**src/verilog/gpio_cfg.svh**
```systemverilog
// Purpose: Constants for the dual shared GPIO port block
// Assumes: Register indices become byte addresses times four
// Notes:   Definitions only
`ifndef GPIO_CFG_SVH
`define GPIO_CFG_SVH

// ----------------------------------------------------------------
// Register indices
// ----------------------------------------------------------------
`define IDX_P1_DATA 16'hFFDA
`define IDX_P2_DATA 16'hFFDB
`define IDX_P1_DIR  16'hFFEA
`define IDX_P2_DIR  16'hFFEB

// ----------------------------------------------------------------
// Reset values and read constants
// ----------------------------------------------------------------
`define RST_DATA    8'h00
`define RST_DIR     8'h00
`define DIR_RD_VAL  8'hFF

// ----------------------------------------------------------------
// Bus response codes
// ----------------------------------------------------------------
`define RESP_OKAY   2'h0
`define RESP_SLVERR 2'h2

// ----------------------------------------------------------------
// Segment select decode
// ----------------------------------------------------------------
`define P1_GPIO_SEL 2'h0
`define P2_GPIO_SEL 3'h0

`endif

```
**src/verilog/gpio_pkg.sv**
```systemverilog
// Purpose: Types for the dual shared GPIO port block
// Assumes: Nothing beyond the cfg header
// Notes:   Power mode codes come from the outside sequencer
package gpio_pkg;

  // --------------------------------------------------------------
  // Operating modes
  // --------------------------------------------------------------
  typedef enum logic [2:0] {
    MODE_ACTIVE    = 3'h0,
    MODE_SUBACTIVE = 3'h1,
    MODE_SLEEP     = 3'h2,
    MODE_SUBSLEEP  = 3'h3,
    MODE_WATCH     = 3'h4,
    MODE_STANDBY   = 3'h5
  } power_mode_e;

  // --------------------------------------------------------------
  // Register decode
  // --------------------------------------------------------------
  typedef enum logic [2:0] {
    SEL_NONE    = 3'h0,
    SEL_P1_DATA = 3'h1,
    SEL_P2_DATA = 3'h2,
    SEL_P1_DIR  = 3'h3,
    SEL_P2_DIR  = 3'h4
  } reg_sel_e;

  // Registered drive of one port
  typedef struct packed {
    logic [7:0] out;
    logic [7:0] oe;
  } pad_s;

endpackage

```
**src/verilog/dual_gpio_port.sv**
```systemverilog
// Purpose: Two 8-bit GPIO ports shared with LCD segment outputs
// Assumes: AXI4-Lite register access, pins synchronous to clock_i
// Notes:   LCD control and power sequencing live outside
//
// The implementer's own choice: register access over AXI4-Lite.
`timescale 1ns/100ps
`include "gpio_cfg.svh"

module dual_gpio_port
  import gpio_pkg::*;
#(
  parameter int PORT_W = 8,
  parameter int ADDR_W = 20
) (
  // Clock and reset
  input  wire logic                clock_i,
  input  wire logic                rst_n_i,
  // AXI4-Lite write
  input  wire logic [ADDR_W-1:0]   awaddr_i,
  input  wire logic                awvalid_i,
  output logic                     awready_o,
  input  wire logic [31:0]         wdata_i,
  input  wire logic [3:0]          wstrb_i,
  input  wire logic                wvalid_i,
  output logic                     wready_o,
  output logic [1:0]               bresp_o,
  output logic                     bvalid_o,
  input  wire logic                bready_i,
  // AXI4-Lite read
  input  wire logic [ADDR_W-1:0]   araddr_i,
  input  wire logic                arvalid_i,
  output logic                     arready_o,
  output logic [31:0]              rdata_o,
  output logic [1:0]               rresp_o,
  output logic                     rvalid_o,
  input  wire logic                rready_i,
  // LCD controller and mode sequencer
  input  wire logic [3:0]          segment_select_field_i,
  input  wire logic [2*PORT_W-1:0] lcd_segment_output_i,
  input  power_mode_e              power_mode_i,
  // First port pins
  input  wire logic [PORT_W-1:0]   first_port_pin_i,
  output logic [PORT_W-1:0]        first_port_pin_o,
  output logic [PORT_W-1:0]        first_port_pin_oe_o,
  // Second port pins
  input  wire logic [PORT_W-1:0]   second_port_pin_i,
  output logic [PORT_W-1:0]        second_port_pin_o,
  output logic [PORT_W-1:0]        second_port_pin_oe_o
);

  // ----------------------------------------------------------------
  // Elaboration checks
  // ----------------------------------------------------------------
  if (PORT_W < 1 || PORT_W > 8 || ADDR_W < 18 || ADDR_W > 32) begin : g_bad
    $error("PORT_W must be 1 to 8 and ADDR_W 18 to 32");
  end

  // ----------------------------------------------------------------
  // State
  // ----------------------------------------------------------------
  logic [PORT_W-1:0] p1_data_ff;
  logic [PORT_W-1:0] p2_data_ff;
  logic [PORT_W-1:0] p1_dir_ff;
  logic [PORT_W-1:0] p2_dir_ff;
  logic              aw_held_ff;
  logic              w_held_ff;
  logic [ADDR_W-1:0] waddr_ff;
  logic [PORT_W-1:0] wbyte_ff;
  logic              wlane_ff;
  logic              awready_ff;
  logic              wready_ff;
  logic              bvalid_ff;
  logic [1:0]        bresp_ff;
  logic              arready_ff;
  logic              rvalid_ff;
  logic [1:0]        rresp_ff;
  logic [31:0]       rdata_ff;
  pad_s              p1_pad_ff;
  pad_s              p2_pad_ff;
  logic              p1_gpio;
  logic              p2_gpio;
  logic              commit;
  logic              rd_take;
  reg_sel_e          wsel;
  reg_sel_e          rsel;
  logic [PORT_W-1:0] p1_rd;
  logic [PORT_W-1:0] p2_rd;
  logic              functional;
  logic              standby;
  function automatic reg_sel_e decode(input logic [ADDR_W-1:0] a);
    if (a == ADDR_W'({`IDX_P1_DATA, 2'h0})) return SEL_P1_DATA;
    if (a == ADDR_W'({`IDX_P2_DATA, 2'h0})) return SEL_P2_DATA;
    if (a == ADDR_W'({`IDX_P1_DIR, 2'h0})) return SEL_P1_DIR;
    if (a == ADDR_W'({`IDX_P2_DIR, 2'h0})) return SEL_P2_DIR;
    return SEL_NONE;
  endfunction
  assign wsel       = decode(waddr_ff);
  assign rsel       = decode(araddr_i);
  assign commit     = aw_held_ff && w_held_ff && !bvalid_ff;
  assign rd_take    = arvalid_i && arready_ff;
  assign p1_gpio    = segment_select_field_i[3:2] == `P1_GPIO_SEL;
  assign p2_gpio    = segment_select_field_i[3:1] == `P2_GPIO_SEL;
  assign functional = power_mode_i inside {MODE_ACTIVE, MODE_SUBACTIVE};
  assign standby    = power_mode_i == MODE_STANDBY;
  // ----------------------------------------------------------------
  // Read path, per bit
  // ----------------------------------------------------------------
  for (genvar i = 0; i < PORT_W; i++) begin : g_rd
    assign p1_rd[i] = p1_dir_ff[i] ? p1_data_ff[i]
                                   : first_port_pin_i[i];
    assign p2_rd[i] = p2_dir_ff[i] ? p2_data_ff[i]
                                   : second_port_pin_i[i];
  end

  // ----------------------------------------------------------------
  // Write address and data capture
  // ----------------------------------------------------------------
  // Either channel may come first; each is held until both meet
  always_ff @(posedge clock_i) begin
    if (!rst_n_i) begin
      aw_held_ff <= 1'b0;
      awready_ff <= 1'b0;
      waddr_ff   <= '0;
    end else if (awvalid_i && awready_ff) begin
      aw_held_ff <= 1'b1;
      awready_ff <= 1'b0;
      waddr_ff   <= awaddr_i;
    end else if (commit) begin
      aw_held_ff <= 1'b0;
    end else if (!aw_held_ff && !bvalid_ff) begin
      awready_ff <= 1'b1;
    end
  end

  always_ff @(posedge clock_i) begin
    if (!rst_n_i) begin
      w_held_ff <= 1'b0;
      wready_ff <= 1'b0;
      wbyte_ff  <= '0;
      wlane_ff  <= 1'b0;
    end else if (wvalid_i && wready_ff) begin
      w_held_ff <= 1'b1;
      wready_ff <= 1'b0;
      wbyte_ff  <= wdata_i[PORT_W-1:0];
      wlane_ff  <= wstrb_i[0];
    end else if (commit) begin
      w_held_ff <= 1'b0;
    end else if (!w_held_ff && !bvalid_ff) begin
      wready_ff <= 1'b1;
    end
  end

  // ----------------------------------------------------------------
  // Write response
  // ----------------------------------------------------------------
  always_ff @(posedge clock_i) begin
    if (!rst_n_i) begin
      bvalid_ff <= 1'b0;
      bresp_ff  <= `RESP_OKAY;
    end else if (commit) begin
      bvalid_ff <= 1'b1;
      bresp_ff  <= (wsel == SEL_NONE) ? `RESP_SLVERR : `RESP_OKAY;
    end else if (bready_i) begin
      bvalid_ff <= 1'b0;
    end
  end

  // ----------------------------------------------------------------
  // Registers
  // ----------------------------------------------------------------
  // Latches store regardless of direction or segment use
  always_ff @(posedge clock_i) begin
    if (!rst_n_i) begin
      p1_data_ff <= PORT_W'(`RST_DATA);
      p2_data_ff <= PORT_W'(`RST_DATA);
    end else if (commit && wlane_ff) begin
      if (wsel == SEL_P1_DATA) p1_data_ff <= wbyte_ff;
      if (wsel == SEL_P2_DATA) p2_data_ff <= wbyte_ff;
    end
  end
  always_ff @(posedge clock_i) begin
    if (!rst_n_i) begin
      p1_dir_ff <= PORT_W'(`RST_DIR);
      p2_dir_ff <= PORT_W'(`RST_DIR);
    end else if (commit && wlane_ff) begin
      if (wsel == SEL_P1_DIR) p1_dir_ff <= wbyte_ff;
      if (wsel == SEL_P2_DIR) p2_dir_ff <= wbyte_ff;
    end
  end

  // ----------------------------------------------------------------
  // Read channel
  // ----------------------------------------------------------------
  always_ff @(posedge clock_i) begin
    if (!rst_n_i) begin
      arready_ff <= 1'b0;
      rvalid_ff  <= 1'b0;
      rresp_ff   <= `RESP_OKAY;
      rdata_ff   <= 32'h0;
    end else if (rd_take) begin
      arready_ff <= 1'b0;
      rvalid_ff  <= 1'b1;
      rresp_ff   <= `RESP_OKAY;
      rdata_ff   <= 32'h0;
      unique case (rsel)
        SEL_P1_DATA: rdata_ff <= 32'(p1_rd);
        SEL_P2_DATA: rdata_ff <= 32'(p2_rd);
        SEL_P1_DIR:  rdata_ff <= 32'(`DIR_RD_VAL);
        SEL_P2_DIR:  rdata_ff <= 32'(`DIR_RD_VAL);
        SEL_NONE:    rresp_ff <= `RESP_SLVERR;
      endcase
    end else if (rvalid_ff && rready_i) begin
      rvalid_ff <= 1'b0;
    end else if (!rvalid_ff) begin
      arready_ff <= 1'b1;
    end
  end

  // ----------------------------------------------------------------
  // Pin drive
  // ----------------------------------------------------------------
  // Sleep, subsleep and watch freeze the last drive on purpose
  always_ff @(posedge clock_i) begin
    if (!rst_n_i) begin
      p1_pad_ff <= '0;
    end else if (standby) begin
      p1_pad_ff.oe <= '0;
    end else if (functional) begin
      if (p1_gpio) begin
        p1_pad_ff.out <= 8'(p1_data_ff);
        p1_pad_ff.oe  <= 8'(p1_dir_ff);
      end else begin
        p1_pad_ff.out <= 8'(lcd_segment_output_i[PORT_W-1:0]);
        p1_pad_ff.oe  <= 8'hFF;
      end
    end
  end
  always_ff @(posedge clock_i) begin
    if (!rst_n_i) begin
      p2_pad_ff <= '0;
    end else if (standby) begin
      p2_pad_ff.oe <= '0;
    end else if (functional) begin
      if (p2_gpio) begin
        p2_pad_ff.out <= 8'(p2_data_ff);
        p2_pad_ff.oe  <= 8'(p2_dir_ff);
      end else begin
        p2_pad_ff.out <= 8'(lcd_segment_output_i[2*PORT_W-1:PORT_W]);
        p2_pad_ff.oe  <= 8'hFF;
      end
    end
  end

  // ----------------------------------------------------------------
  // Outputs
  // ----------------------------------------------------------------
  assign awready_o            = awready_ff;
  assign wready_o             = wready_ff;
  assign bvalid_o             = bvalid_ff;
  assign bresp_o              = bresp_ff;
  assign arready_o            = arready_ff;
  assign rvalid_o             = rvalid_ff;
  assign rresp_o              = rresp_ff;
  assign rdata_o              = rdata_ff;
  assign first_port_pin_o     = p1_pad_ff.out[PORT_W-1:0];
  assign first_port_pin_oe_o  = p1_pad_ff.oe[PORT_W-1:0];
  assign second_port_pin_o    = p2_pad_ff.out[PORT_W-1:0];
  assign second_port_pin_oe_o = p2_pad_ff.oe[PORT_W-1:0];
endmodule

```
**config.mk**
```make
export PLATFORM = sky130hd
export DESIGN_NAME = dual_gpio_port
export DESIGN_NICKNAME = d
export VERILOG_FILES = /design/src/verilog/gpio_pkg.sv /design/src/verilog/dual_gpio_port.sv
export VERILOG_INCLUDE_DIRS = /design/src /design/src/verilog
export SDC_FILE = /design/constraint.sdc
export NUM_CORES = 1
export LEC_CHECK = 0
export ABC_AREA = 1
export BUFFER_PORTS_ARGS = -buffer_cell sky130_fd_sc_hd__buf_2
export CAP_MARGIN = 20
export CORE_MARGIN = 5
export CORE_UTILIZATION = 53
export DETAILED_ROUTE_END_ITERATION = 10
export GPL_TIMING_DRIVEN = 0
export PLACE_DENSITY = 0.87
export SLEW_MARGIN = 20
export SYNTH_ARGS = -nofsm -noshare
export SYNTH_HDL_FRONTEND = slang
export SYNTH_SLANG_ARGS = --single-unit
```
**constraint.sdc**
```tcl
create_clock -name clock_i -period 3.65 [get_ports clock_i]
set_input_delay 0.73 -clock clock_i [delete_from_list [all_inputs] [get_ports clock_i]]
set_output_delay 0.73 -clock clock_i [all_outputs]
set_load 0.01 [all_outputs]
```
# Word level (Yosys, flattened, before mapping)
# Cells that the tools add are included.
[classes]
eq_ne = 18
n_mux = 64
bitwise = 5
reduce_logical = 35
[ops]
columns = ["cell", "count"]
rows = [
  ["equality test 20 x 18 -> 1 bit (second input constant)", 8],
  ["2-to-1 mux 3 bit", 16],
  ["2-to-1 mux 1 bit", 43],
  ["2-to-1 mux 16 bit", 2],
  ["one-hot mux 8 bit (3 select lines)", 1],
  ["AND reduction 2 bit", 8],
  ["equality test 3 x 2 -> 1 bit (second input constant)", 4],
  ["zero test 3 bit", 4],
  ["nonzero test 2 bit", 5],
  ["OR reduction 2 bit", 5],
  ["equality test 3 x 1 -> 1 bit (second input constant)", 3],
  ["equality test 3 bit (second input constant)", 3],
  ["logical AND 1 bit", 9],
  ["NOT 1 bit", 5],
  ["2-to-1 mux 2 bit", 2],
  ["zero test 1 bit", 3],
  ["zero test 2 bit", 1],
]
[word_totals]
register_bits = 136
inputBits = 122
output_inout_bits = 73
elab_cells = 143

# Logic depth before layout (Yosys ltp)
# Gate-level depths: netlist (run 1).
[logic_depth]
depth_word = 15
ltp_mapped = 10
mapped_depth_nobuf = 9

# Worst setup path after synthesis (run 1)
# OpenSTA, ideal clock, no wires.
[synth_path]
path_kind = "input to register"
from = "input araddr_i[19]"
to = "register rdata_ff[0] (netlist: rdata_o[0])"
setup_ps = 60
t_arrival_ps = 1639
t_required_ps = 3590
path_slack_ps = 1951
cell_stages = 7
path_buffers = 0
path_cell_list = "nor2_1 nand3_1 nor2_2 o21ai_2 nand2_1 nand3_1 nand2_1"
[synth_between]
elab_chain_len = 12
elab_cells_between_ends = 27
cone_classes = "8 x eq/ne; 18 x mux; 1 x reduce/logical"
[synth_lines]
columns = ["item", "line", "text"]
rows = [
  ["from (decl)", "dual_gpio_port.sv:30", "input wire logic [ADDR_W-1:0] araddr_i,"],
  ["equality test 20 x 18 -> 1 bit", "dual_gpio_port.sv:94", "if (a == ADDR_W'({`IDX_P2_DIR, 2'h0})) return SEL_P2_DIR;"],
  ["2-to-1 mux 1 bit (2 in a row)", "dual_gpio_port.sv:94", ""],
  ["2-to-1 mux 1 bit", "dual_gpio_port.sv:93", "if (a == ADDR_W'({`IDX_P1_DIR, 2'h0})) return SEL_P1_DIR;"],
  ["2-to-1 mux 1 bit", "dual_gpio_port.sv:92", "if (a == ADDR_W'({`IDX_P2_DATA, 2'h0})) return SEL_P2_DATA;"],
  ["2-to-1 mux 3 bit", "dual_gpio_port.sv:95", "return SEL_NONE;"],
  ["2-to-1 mux 3 bit", "dual_gpio_port.sv:94", ""],
  ["2-to-1 mux 3 bit", "dual_gpio_port.sv:93", ""],
  ["2-to-1 mux 3 bit *", "dual_gpio_port.sv:92", ""],
  ["equality test 3 bit / equality test 3 x 2 -> 1 bit (equally long branches)", "dual_gpio_port.sv:205", "unique case (rsel)"],
  ["OR reduction 2 bit (no source line)", "n/a", ""],
  ["one-hot mux 8 bit (3 select lines) *", "dual_gpio_port.sv:205", ""],
  ["to (signal assigned)", "dual_gpio_port.sv:206", "SEL_P1_DATA: rdata_ff <= 32'(p1_rd);"],
  ["to (signal assigned)", "dual_gpio_port.sv:207", "SEL_P2_DATA: rdata_ff <= 32'(p2_rd);"],
  ["to (signal assigned)", "dual_gpio_port.sv:208", "SEL_P1_DIR: rdata_ff <= 32'(`DIR_RD_VAL);"],
  ["to (decl)", "dual_gpio_port.sv:77", "logic [31:0] rdata_ff;"],
]
# Every way passes the cells marked *; elsewhere a longest branch is shown, timed or not. The select of a mux whose other input is x is not followed.
# A chain may end at the register's enable or synchronous reset.

# Final worst setup path (run 1)
[layout_path]
from = "register bvalid_ff (netlist: bvalid_o)"
to = "output bvalid_o"
[layout_rtl]
columns = ["item", "line", "text"]
rows = [
  ["from (decl)", "dual_gpio_port.sv:72", "logic bvalid_ff;"],
  ["from (signal assigned)", "dual_gpio_port.sv:158", "bvalid_ff <= 1'b0;"],
  ["from (signal assigned)", "dual_gpio_port.sv:161", "bvalid_ff <= 1'b1;"],
  ["from (signal assigned)", "dual_gpio_port.sv:164", "bvalid_ff <= 1'b0;"],
  ["to (decl)", "dual_gpio_port.sv:27", "output logic bvalid_o,"],
]
# No word-level cell between the ends.

==> results, run 1 <==
- OpenSTA, run right after detailed placement, puts the worst setup slack at 1.60 ns.
- The portion of the post-synthesis area used by sequential elements is 44.4%.
- Compared with the post-synthesis result, the final layout area differs by 22.9%.
- The max-slew violation count is 0.
- Dividing total power by cell area gives a power density of 383 mW/mm^2.
- Counting the buffers created by CTS gives 9.
- At the worst endpoint, the required time is between 2 and 3 ns.
- The post-DP HPWL is 10200 microns.
- The synthesis warning total is 0.
- The wire length per cell is between 10 and 15 microns.
- In the layout the commonest cells are 145 x sky130_fd_sc_hd__buf_2, 142 x sky130_fd_sc_hd__nand2_1, 114 x sky130_fd_sc_hd__nor2_1.
- The mean number of vias per cell is ~5.
- The y dimension of the die is 107 microns.
- The cell type of the slowest stage on the worst timing path is sky130_fd_sc_hd__dfxtp_1.
- In the final layout, the share of cells above drive strength 1 is 24.1%.
- In the synthesized netlist, the number of instances is 696.
- The launch instance of the worst min-delay path is waddr_ff[14].
- The critical path starts at bvalid_o.
- The cell type group with the largest total delay on the critical path is flip-flops.
- The number of instances in the placed design is roughly 970.
- On the final layout, the worst clock skew is approximately 0.0088 ns.
- Summed over all failing endpoints, the final setup total negative slack is 0 ns.
- The total power consumption of the routed design is 2.33 mW.
- Entering global routing, the biggest net connects 20 pins.
- Routability-driven placement finished with a final weighted congestion of 0.898.
- In this run, synthesis produced a sequential element count of 110.
- The clock reaches the later pin of the worst-skew pair after 0.37 ns.
- The largest driver fanout on the critical path is 5.
- The kind of end point of the critical path is an output pin.
- The total routing resource utilization after global routing is 22.1%.
- The detailed router finished its first iteration with 294 violations.
- The number of fillers in the final layout is 839.
- The worst pin sits at a relative slew slack of between 60% and 70%.
- For met2 alone, demand over resource in global routing was 37.0%.
- Across the run, the number of max-cap violations was 0.
- The first-pass GRT wire length is 20500 microns.
- The post-place instance area is ~0.0059 sq mm.
- The highest cell delay on the worst timing path is 0.42 ns.
- The final-report hold violation count is 0.
- The total number of clock tree sinks is 110.
- The number of standard cells in the final layout excluding fillers is 988.
- The met3 capacity usage during global routing is between 4 and 5%.
- The data arrival time of the worst path is about 0.96 ns.
- The critical path depth is 1.
- The final layout contains routed wiring with a total length of 13000 microns.
- The port buffer count is 140.
- The tree is rooted in a sky130_fd_sc_hd__clkbuf_8.
- Sorting the synthesized cells by area gives the leading types as sky130_fd_sc_hd__dfxtp_1 44%, sky130_fd_sc_hd__nand2_1 11%, sky130_fd_sc_hd__nor2_1 8.6%.
- The library cell used most frequently in the layout, excluding fill and tap cells, is sky130_fd_sc_hd__buf_2.
- The number of buffers and inverters on the critical path is 1.
- The standard-cell row count is 35.
- For this design the top-level I/O count stands at 195.
- The post-layout net count is about 990.
- In this run the number of H-tree levels came out at 3.
- Global routing consumed, on the met1 layer, 28.2% of the routing resources.
- The number of setup buffers added after CTS is 0.
- The via count of the first global-routing pass was 4541.
- The final critical path takes up 46.3% of the cycle.
- The cell leakage power is 3.04 nW.
- The worst register-to-register path begins at waddr_ff[9].
- The dominant cell type by area after synthesis is sky130_fd_sc_hd__dfxtp_1.
- The worst path meets setup with 1.96 ns of slack.
- The flow ran to the end, and the final reports show no timing, DRC or antenna violations.
- The type of element launching the critical path is a flip-flop.
- The largest voltage drop on the vdd net is 0.000237 V.
- After synthesis, the largest area contributor takes up 44.4% of total cell area.
- The antenna cell count is 0.
- The post-cts sizing count is 0.
- The length of the first detailed-routing pass in iterations is 5.
- For the pin with the worst max-slew slack, the measured transition is 0.560 ns.
- The clock tree from TritonCTS is built.
- The mean area per synthesized cell is 7.13 sq um.
- The number of buffers inserted for hold repair after clock tree synthesis is 0.
- The global-route layer with the greatest usage is met2.
- Clock-pin slew was measured on the worst setup and hold paths at around 0.11 ns.
- The clock passes through at most 2 buffers.
- The area of the core region is 0.00920 sq mm.
- The overall die area is between 0.01 and 0.015 sq mm.
- The distinct cell type count after synthesis is 27.
- The upper clock frequency limit is 591 MHz.
- The worst hold path was traced through 2 stages.
- Walking the worst path, the cells encountered are buf_2.
- The final global-route overflow total is 0.
- Setup violations remaining at the end of the flow were counted as 0.
- For this run, design rule violations remaining after detail routing come to 0.
- The critical path is of the flip-flop to output pin type.
- The number of cells on the worst reg-to-reg path is 7.
- The final antenna-violating net count is 0.
- Setup repair after global routing left no endpoint under its margin.
- For this configuration, the core starts out at a cell density of 54.0%.
- Summing every instance area after synthesis gives 0.00496 sq mm.
- The worst min-delay path category is flip-flop to flip-flop.
- The clock period could shrink to about 1.7 ns.
- The die is between 100 and 150 microns wide.
- The finished cells cover between 0.006 and 0.007 sq mm.
- The routed layout has 4950 vias.
- The number of antenna violations at the first check in global routing is 0.
[flip-flops by register name, indices dropped and copies added (netlist names)]
register,flops
awready_o,1
p2_data_ff,8
p1_data_ff,8
second_port_pin_oe_o,8
aw_held_ff,1
wready_o,1
rresp_o,1
w_held_ff,1
bresp_o,1
second_port_pin_o,8
wlane_ff,1
wbyte_ff,8
rdata_o,8
bvalid_o,1
p2_dir_ff,8
first_port_pin_oe_o,8
rvalid_o,1
waddr_ff,20
p1_dir_ff,8
arready_o,1
first_port_pin_o,8
[final cells by class]
class	instances	area (sq um)	area share [%]
buffer	53	329	5.39
clock buffer	9	124	2.03
multi-input combinational	489	2270	37.2
timing repair buffer	140	701	11.5
sequential	110	2200	36.1
tap	111	139	2.28
inverter	69	259	4.24
clock inverter	7	81.3	1.33
[final timing paths]
check	to	slack, ns
max	bvalid_o	1.96
min	waddr_ff[14]	0.46
max reg2reg	p1_dir_ff[2]	2.03
min reg2reg	waddr_ff[14]	0.46
[metrics by stage]
step | hold WS [ns] | util [%]
floorplan | 0.423 | -
global placement | 0.434 | 64.1
detailed placement | 0.441 | 64.1
CTS | 0.458 | 66.4
global route | 0.475 | 66.4
finish | 0.455 | 66.4
[Yosys cell counts]
cell type / number
sky130_fd_sc_hd__buf_6: 3
sky130_fd_sc_hd__o21a_1: 1
sky130_fd_sc_hd__nand3_1: 46
sky130_fd_sc_hd__nor2_1: 114
sky130_fd_sc_hd__nand2_1: 142
sky130_fd_sc_hd__o211ai_1: 17
sky130_fd_sc_hd__dfxtp_1: 110
sky130_fd_sc_hd__a211oi_1: 14
sky130_fd_sc_hd__inv_1: 66
sky130_fd_sc_hd__nand3_4: 1
sky130_fd_sc_hd__nor2_4: 3
sky130_fd_sc_hd__o21ai_2: 1
sky130_fd_sc_hd__buf_4: 27
sky130_fd_sc_hd__or2_2: 1
sky130_fd_sc_hd__clkinv_1: 3
sky130_fd_sc_hd__nand3_2: 3
sky130_fd_sc_hd__a21oi_1: 39
sky130_fd_sc_hd__nand2_2: 4
sky130_fd_sc_hd__buf_2: 5
sky130_fd_sc_hd__clkbuf_1: 18
sky130_fd_sc_hd__o21ai_1: 1
sky130_fd_sc_hd__nand4_1: 18
sky130_fd_sc_hd__conb_1: 1
sky130_fd_sc_hd__o21ai_0: 50
sky130_fd_sc_hd__nor3_2: 1
sky130_fd_sc_hd__nor2_2: 6
sky130_fd_sc_hd__nand3b_1: 1
[logic make-up after synthesis]
family | synth area share (%)
flops | 44.4
simple gates | 29.6
buf+inv | 11.8
compound gates | 14.1
other cells | 0.0755
[metal layers]
| metal | share of wire, % | vias to the layer above |
|---|---|---|
| met5 | 0 | - |
| met4 | 2.4 | 0 |
| met3 | 9.3 | 27 |
| met2 | 45 | 220 |
| met1 | 43 | 2151 |
| li1 | - | 2552 |
[report_power, final]
| group | switching (mW) | leakage (nW) | internal [mW] |
|---|---|---|---|
| Combinational | 0.162 | 2.04 | 0.125 |
| Sequential | 0.0377 | 0.899 | 1.25 |
| Clock | 0.430 | 0.100 | 0.326 |
(Power assumes the default switching activity.)
==> run 2, diff against run 1 <==
CORE_UTILIZATION = 49   (was 53)
PLACE_DENSITY = 0.81   (was 0.87)
clock period = 1.8 ns   (was 3.65 ns; I/O delays follow)
==> run 2 against run 1 <==
Power grew 98%. Core utilization shrank 4.1 points. Wire length grew 1.5%. Flip-flop and latch count is the same. Clock-buffer cell count grew 1. Largest power group unchanged.
==> results, run 2 (synthesis gave the netlist of run 1 again) <==
- The type of element launching the critical path is a flip-flop.
- The clock-pin slew reported for the worst setup and hold paths after clock tree synthesis is 0.10 ns (about the same).
- The critical path in this run is classified as flip-flop to flip-flop.
- The number of cells on the worst reg-to-reg path is 8 (+1).
- The worst path needs approximately 1.5 ns of the cycle, external delays included.
- The number of fillers in the final layout is 935 (+11%).
- The clock latency on the worst-skew pair came to 0.38 ns (about the same).
- After layout, the worst path uses 84.8% of the clock period.
- The largest voltage drop on the vdd net is 0.000462 V (+95%).
- The largest driver fanout on the critical path is 10 (+5).
- The worst min-delay path category is input pin to flip-flop.
- The flow ran to the end, and the final reports show no timing, DRC or antenna violations.
- The worst setup slack for register-to-register paths is 0.27 ns (-1.76 ns).
- The number of antenna violations at the first check in global routing is 0 (unchanged).
- The total routing resource utilization after global routing was 21.0% (-1.1 points).
- The cell type of the slowest stage on the worst timing path is sky130_fd_sc_hd__dfxtp_1.
- The worst register-to-register path ends at p2_dir_ff[6].
- The data arrival time of the worst path is 1.80 ns (+0.84 ns).
- The first-pass GRT wire length came to 21500 microns (+5.0%).
- The area of the core region is 0.00982 sq mm (+6.8%).
- The cell repeated most along the worst path is sky130_fd_sc_hd__nor2_1.
- The final global-route overflow total is 0 (unchanged).
- The number of instances on the worst hold path is 4 (+2).
- The via total after detailed routing is 4905 (-0.91%).
- Following the worst setup path forward leads to its endpoint at p2_dir_ff[6].
- The final design utilization is 62.2% (-4.1 points).
- The max-slew violation count is 0 (unchanged).
- TritonCTS built the clock tree.
- The mean number of vias per cell is 4.86 (-3.1%).
- The I/O pin total came to 195 (unchanged).
- The root buffer cell is sky130_fd_sc_hd__clkbuf_8.
- The upper clock frequency limit is 655 MHz.
- Walking the worst path, the cells encountered are nand2_1 -> nor2_1 -> nand2_2 -> nor2_2 -> nand3_2 -> buf_6 -> nor2_1 -> nor2_1.
- The detailed router's first-iteration violation count is 297 (+1.0%).
- The register ranked first by flip-flop count is waddr_ff.
- The maximum number of pins on one net before global-route repair is 19 (-5.0%).
- Setup repair after global routing left no endpoint under its margin.
- The total number of clock tree sinks was 110 (unchanged).
- The final weighted congestion in routability-driven placement was 0.872 (-3.0%).
- The initial core utilization came to 50.6% (-3.4 points).
- The number of violations of the max-capacitance limit came to 0 (unchanged).
- The length of the first detailed-routing pass in iterations is 5 (unchanged).
- The commonest non-fill, non-tap cell in the layout is sky130_fd_sc_hd__buf_2.
- In this run the critical register-to-register path is launched from waddr_ff[9].
- Tracing the worst setup path back leads to its startpoint at waddr_ff[9].
- The antenna cell count was 0 (unchanged).
- The final total negative setup slack was 0 ns (unchanged).
- The port buffer count is 140 (unchanged).
- The final-report hold violation count is 0 (unchanged).
- The required time of the worst setup path is 2.07 ns (-0.85 ns).
- The post-layout net count was 994 (unchanged).
- The deepest clock path buffer count is 2 (unchanged).
- The wire length per cell is 13.1 microns (-0.75%).
- The number of buffers inserted for hold repair after clock tree synthesis came to 0 (unchanged).
- The y dimension of the die is 111 microns (+3.6%).
- The wire length reported by the detailed router is 13200 microns (+1.5%).
- The DRC violations left was 0 (unchanged).
- The number of post-CTS setup repair buffers is 0 (unchanged).
- The cell leakage power is 3.03 nW (-0.24%).
- The top cell types in the final layout, fill and taps aside, are 145 x sky130_fd_sc_hd__buf_2, 142 x sky130_fd_sc_hd__nand2_1, 114 x sky130_fd_sc_hd__nor2_1.
- The overall die area is 0.0122 sq mm (+7.4%).
- The headroom to the max-slew limit is 58.2% (-4.4 points).
- The setup skew after layout is 0.0113 ns (+0.00250 ns).
- The standard-cell row count is 36 (+2.9%).
- The number of failing setup endpoints in the final timing report is 0 (unchanged).
- The CTS H-tree depth is 3 (unchanged).
- The kind of end point of the critical path is a flip-flop.
- The number of flip-flops under the largest register name is 20 (unchanged).
- The via count of the first global-routing pass came to 4520 (-0.46%).
- The post-DP HPWL was 10400 microns (+1.2%).
- The final antenna-violating net count was 0 (unchanged).
- The transition time at the pin with the least slew margin came to 0.625 ns (+0.0657 ns).
- From synthesis to final layout, the design area changed by 23.1%.
- The number of buffers inserted during clock tree synthesis is 9 (unchanged).
- The highest cell delay on the worst timing path is 0.34 ns (-0.08 ns).
- The share of cells above drive strength 1 came to 24.1% (unchanged).
- The total power per unit cell area was 755 mW/mm^2 (+97%).
- The die width came to 111 microns (+3.6%).
-- run 2: worst min-delay path by stage --
stage,startpoint,to,slack [ns]
3_3_place_gp,waddr_ff[15],waddr_ff[15],0.43
6_report,bready_i,bvalid_o,0.23
2_1_floorplan,waddr_ff[15],waddr_ff[15],0.42
3_5_place_dp,rresp_o[1],rresp_o[1],0.43
4_1_cts,bready_i,bvalid_o,0.21
5_1_grt,bready_i,bvalid_o,0.24
-- run 2: critical path: cells and delay by family, from the launching register on --
| family | cells | cell delay [ns] |
|---|---|---|
| buf+inv | 1 | 0.21 |
| flops | 1 | 0.34 |
| simple gates | 7 | 0.86 |
-- run 2: cell type report --
class | count | area, sq um | area share [%]
clock inverter | 6 | 43.8 | 0.716
clock buffer | 10 | 138 | 2.25
multi-input combinational | 489 | 2270 | 37.2
inverter | 69 | 259 | 4.24
timing repair buffer | 140 | 701 | 11.5
tap | 133 | 166 | 2.72
sequential | 110 | 2200 | 36.0
buffer | 53 | 329 | 5.38
-- run 2: through the flow --
step / power [mW] / instances / instance area (sq um) / hold WS, ns / worst slack (ns)
floorplan: 3.01 / 721 / 5060 / 0.423 / 0.471
global placement: 3.25 / 994 / 5930 / 0.434 / 0.159
detailed placement: 3.26 / 994 / 5930 / 0.434 / 0.102
CTS: 4.64 / 1010 / 6110 / 0.214 / 0.181
global route: 4.82 / 1010 / 6110 / 0.236 / 0.0911
finish: 4.61 / 1010 / 6110 / 0.229 / 0.273
-- run 2: metal layers --
layer	GRT usage [%]	share of wire [%]	up-vias
li1	-	-	2556
met1	27.4	44	2149
met2	34.5	46	185
met3	4.86	8.2	15
met4	6.98	1.8	0
met5	0	0	-
-- run 2: what timing repair did --
action,4_1_cts,5_1_grt
setup endpoints to repair,0,8
endpoints found under the hold margin,0,0
gates resized for setup,0,1
-- run 2: report_power, final --
part	switching [mW]	total, mW	internal [mW]
combinational	0.336	0.591	0.254
sequential	0.0738	2.62	2.54
clock	0.857	1.41	0.550
==> run 3, diff against run 2 <==
ABC_AREA = 0   (was 1)
CORE_UTILIZATION = 44   (was 49)
PLACE_DENSITY = 0.78   (was 0.81)
clock period = 1.4 ns   (was 1.8 ns; I/O delays follow)
==> run 3 against run 2 <==
The run now ends with setup timing left. Sequential power grew 27%. Wire length decreased by 0.62%. Fmax increased by 2.5%. Flip-flop and latch count unchanged. Die area increased by 6.6%. Worst setup slack worse by 0.36 ns. Synthesized cell count decreased by 22%. Register-to-register slack worse by 0.36 ns. Combinational power rose by 35%. Area after synthesis decreased by 3.6%. Clock power up 25%. Clock skew grew 0.0080 ns.
==> results, run 3 <==
- The final-report hold violation count is 0 (unchanged).
- The DRC violations left is 0 (unchanged).
- The via count of the first global-routing pass is 4286 (-5.2%).
- The cell leakage power is 2.94 nW (-2.8%).
- The critical path depth is 5 (-3).
- The final design utilization is 56.1% (-6.1 points).
- The commonest non-fill, non-tap cell in the layout is sky130_fd_sc_hd__buf_2.
- The upper clock frequency limit came to 671 MHz (+2.5%).
- The signal on the critical path passes through nand3b_4 -> nor4_4 -> buf_6 -> nand4_4 -> mux2i_1.
- The post-placement worst setup slack is -0.435 ns (-0.537 ns).
- The required time of the worst setup path is 1.66 ns (-0.41 ns).
- The worst path setup slack after routing is -0.0900 ns (-0.363 ns).
- Sorting the synthesized cells by area gives the leading types as sky130_fd_sc_hd__dfxtp_1 46%, sky130_fd_sc_hd__nand2_1 11%, sky130_fd_sc_hd__mux2i_1 10%.
- The area of the core region came to 0.0107 sq mm (+9.4%).
- The via total after detailed routing is 4306 (-12%).
- The number of flip-flops under the largest register name is 20 (unchanged).
- The cell type of the slowest stage on the worst timing path is sky130_fd_sc_hd__dfxtp_4.
- The final reports fail on setup timing.
- The number of buffers inserted for hold repair after clock tree synthesis was 0 (unchanged).
- The total power per unit cell area was 975 mW/mm^2 (+29%).
- The final antenna-violating net count was 0 (unchanged).
- The post-DP HPWL came to 10500 microns (+1.5%).
- The distinct cell type count after synthesis was 35 (+30%).
- The post-layout net count is 846 (-15%).
- The standard-cell row count is 38 (+5.6%).
- The number of synthesized flops with an enable pin is 0 (unchanged).
- The number of instances in the placed design is 849 (-15%).
- The number of violations of the max-capacitance limit came to 0 (unchanged).
- The mean area per synthesized cell is 8.80 sq um (+23%).
- The detailed router's first-iteration violation count is 203 (-32%).
- The share of the synthesized area in the top cell type came to 46.0% (+1.7 points).
- Leaving out fill and tap cells, the most frequent cells in the layout are 140 x sky130_fd_sc_hd__buf_2, 136 x sky130_fd_sc_hd__nand2_1, 107 x sky130_fd_sc_hd__dfxtp_1.
- The maximum number of pins on one net before global-route repair is 18 (-1).
- The first-pass GRT wire length is 20200 microns (-6.0%).
- The largest total area in the synthesized netlist belongs to sky130_fd_sc_hd__dfxtp_1.
- The transition time at the pin with the least slew margin was 0.585 ns (-0.0404 ns).
- The clock tree from TritonCTS is built.
- The kind of cell with the highest combined delay along the critical path is simple AND/OR/NAND/NOR gates.
- The die width is 114 microns (+3.3%).
- The final period utilization is 106% (+22 points).
- The deepest clock path buffer count is 2 (unchanged).
- The wire length reported by the detailed router came to 13100 microns (-0.62%).
- The data arrival time of the worst path is 1.75 ns (-0.05 ns).
- The number of instances in the synthesized netlist is 544 (-22%).
- The flow ran to the end, but the final reports show violations.
- The register bit total from synthesis is 110 (unchanged).
- Setup repair after global routing could not meet its margin everywhere.
- The wire length per cell came to 15.1 microns (+16%).
- The first element of the critical path is bvalid_o.
- The shortest clock period the worst path allows after layout is 1.49 ns (-0.0366 ns).
- The number of fillers in the final layout is 1010 (+8.0%).
- The clock latency on the worst-skew pair came to 0.38 ns (about the same).
- The prevailing post-synth register cell is sky130_fd_sc_hd__dfxtp_1.
- The largest driver fanout on the critical path came to 8 (-2).
- The overall die area is 0.0131 sq mm (+6.6%).
- The worst hold-check slack was 0.146 ns (-0.0823 ns).
- The CTS H-tree depth was 3 (unchanged).
- The max-slew violation count is 0 (unchanged).
- The sum of buffers and inverters on the critical path is 1 (unchanged).
- From synthesis to final layout, the design area changed by 26.0%.
- The headroom to the max-slew limit came to 61.0% (+2.8 points).
- The highest cell delay on the worst timing path came to 0.35 ns (about the same).
- The combined area of all synthesized cells is 0.00478 sq mm (-3.6%).
- The number of antenna violations at the first check in global routing is 0 (unchanged).
- The kind of end point of the critical path is a flip-flop.
- The number of standard cells in the final layout excluding fillers is 868 (-14%).
- The reg-to-reg critical path endpoint is p2_dir_ff[1].
- The number of buffers inserted during clock tree synthesis is 9 (unchanged).
- The final global-route overflow total is 0 (unchanged).
- The fraction of registers with async set or reset after synthesis was 0% (unchanged).
- The I/O pin total came to 195 (unchanged).
- Following the worst setup path forward leads to its endpoint at p2_dir_ff[1].
- The mean number of vias per cell was 4.96 (+2.1%).
- The register with the most flip-flops in the final layout is waddr_ff.
- The length of the first detailed-routing pass in iterations is 4 (-1).
- The clock-pin slew reported for the worst setup and hold paths after clock tree synthesis was 0.10 ns (about the same).
- The total routing resource utilization after global routing is 19.6% (-1.5 points).
- The root buffer cell is sky130_fd_sc_hd__clkbuf_8.
- The number of failing setup endpoints in the final timing report is 33 (+33).
- The number of instances on the worst hold path is 3 (-1).
- The largest voltage drop on the vdd net is 0.000525 V (+14%).
- The share of cells above drive strength 1 came to 28.3% (+4.2 points).
- The number of cells on the worst reg-to-reg path was 5 (-3).
- The initial core utilization is 44.5% (-6.0 points).
- By count the netlist is led by 136 x sky130_fd_sc_hd__nand2_1, 110 x sky130_fd_sc_hd__dfxtp_1, 48 x sky130_fd_sc_hd__mux2i_1.
- The worst min-delay path category is input pin to flip-flop.
- The cell with the most instances after synthesis is sky130_fd_sc_hd__nand2_1.
- The port buffer count is 140 (unchanged).
- The type of element launching the critical path is a flip-flop.
- The worst setup slack for register-to-register paths was -0.09 ns (-0.36 ns).
- The total number of clock tree sinks came to 110 (unchanged).
- The y dimension of the die was 114 microns (+3.3%).
- The setup skew after layout is 0.0193 ns (+0.00802 ns).
- The antenna cell count came to 0 (unchanged).
- In this run the critical register-to-register path is launched from bvalid_o.
- The worst setup path is of the flip-flop to flip-flop kind.
- The synthesis warning total came to 0 (unchanged).
- The final weighted congestion in routability-driven placement is 0.904 (+3.6%).
- The portion of the post-synthesis area used by sequential elements is 46.0% (+1.7 points).
==> run 3: changes by cell type after synthesis, moves of 28 or more <==
cell	before	now
sky130_fd_sc_hd__o21ai_0	50	11
sky130_fd_sc_hd__a21boi_0	0	34
sky130_fd_sc_hd__a21oi_1	39	2
sky130_fd_sc_hd__nand3_1	46	18
sky130_fd_sc_hd__inv_1	66	5
sky130_fd_sc_hd__nor2_1	114	27
sky130_fd_sc_hd__mux2i_1	0	48
==> run 3: worst min path at each step <==
stage	from	to	slack, ns
3_3_place_gp	rdata_o[4]	rdata_o[4]	0.44
2_1_floorplan	awaddr_i[11]	waddr_ff[11]	0.42
5_1_grt	awaddr_i[15]	waddr_ff[15]	0.13
6_report	awaddr_i[16]	waddr_ff[16]	0.15
3_5_place_dp	rdata_o[7]	rdata_o[7]	0.44
4_1_cts	awaddr_i[16]	waddr_ff[16]	0.13
==> run 3: metrics by stage <==
stage	cell area, sq um	total power [mW]	TNS [ns]
2_1_floorplan	4890	3.85	-6.95
3_3_place_gp	5770	4.15	-24.79
3_5_place_dp	5770	4.18	-27.43
4_1_cts	6000	5.91	-2.02
5_1_grt	6030	6.16	-5.73
6_report	6030	5.88	-2.27
==> run 3: power breakdown <==
part | switching [mW] | total [mW] | internal, mW | leakage [nW]
Combinational | 0.439 | 0.796 | 0.357 | 1.96
Clock | 1.06 | 1.76 | 0.698 | 0.0820
Sequential | 0.0759 | 3.33 | 3.25 | 0.898
==> run 3: tightest hold or removal path: stages <==
cell                       delay [ns]
sky130_fd_sc_hd__buf_2           0.09
sky130_fd_sc_hd__nand2_1         0.04
sky130_fd_sc_hd__a21boi_0        0.06
==> run 3: cell families (layout without fill, tap and decap cells) <==
kind of cell,after synthesis,after routing,synth area share [%]
simple gates,233,233,23.3
flops,110,110,46.0
mux,48,48,10.0
xor+xnor,1,1,0.183
compound gates,91,91,13.5
buf+inv,60,219,6.85
other cells,1,26,0.0784
==> run 3: per-layer routing <==
| layer | up-vias | wire length (microns) | global-route usage [%] |
|---|---|---|---|
| li1 | 2167 | - | - |
| met1 | 1959 | 5570 | 23.5 |
| met2 | 150 | 6360 | 33.4 |
| met3 | 30 | 790 | 4.60 |
| met4 | 0 | 400 | 8.31 |
| met5 | - | 0 | 0 |
==> run 3: final cells by class <==
class,count,area [sq um],share of cell area (%)
plain buffers,55,313,5.19
clock buffers,11,141,2.34
multi-input cells,399,2410,39.9
inverters,5,18.8,0.311
clock inverters,4,32.5,0.540
flip-flops and latches,110,2210,36.6
well taps,140,175,2.91
repair buffers,144,734,12.2
==> run 3: timing repair <==
action,in CTS,in global routing
buffers inserted,3,1
pin swaps,1,1
gates resized for setup,8,10
gates cloned,0,0
endpoints found under the setup margin,34,62
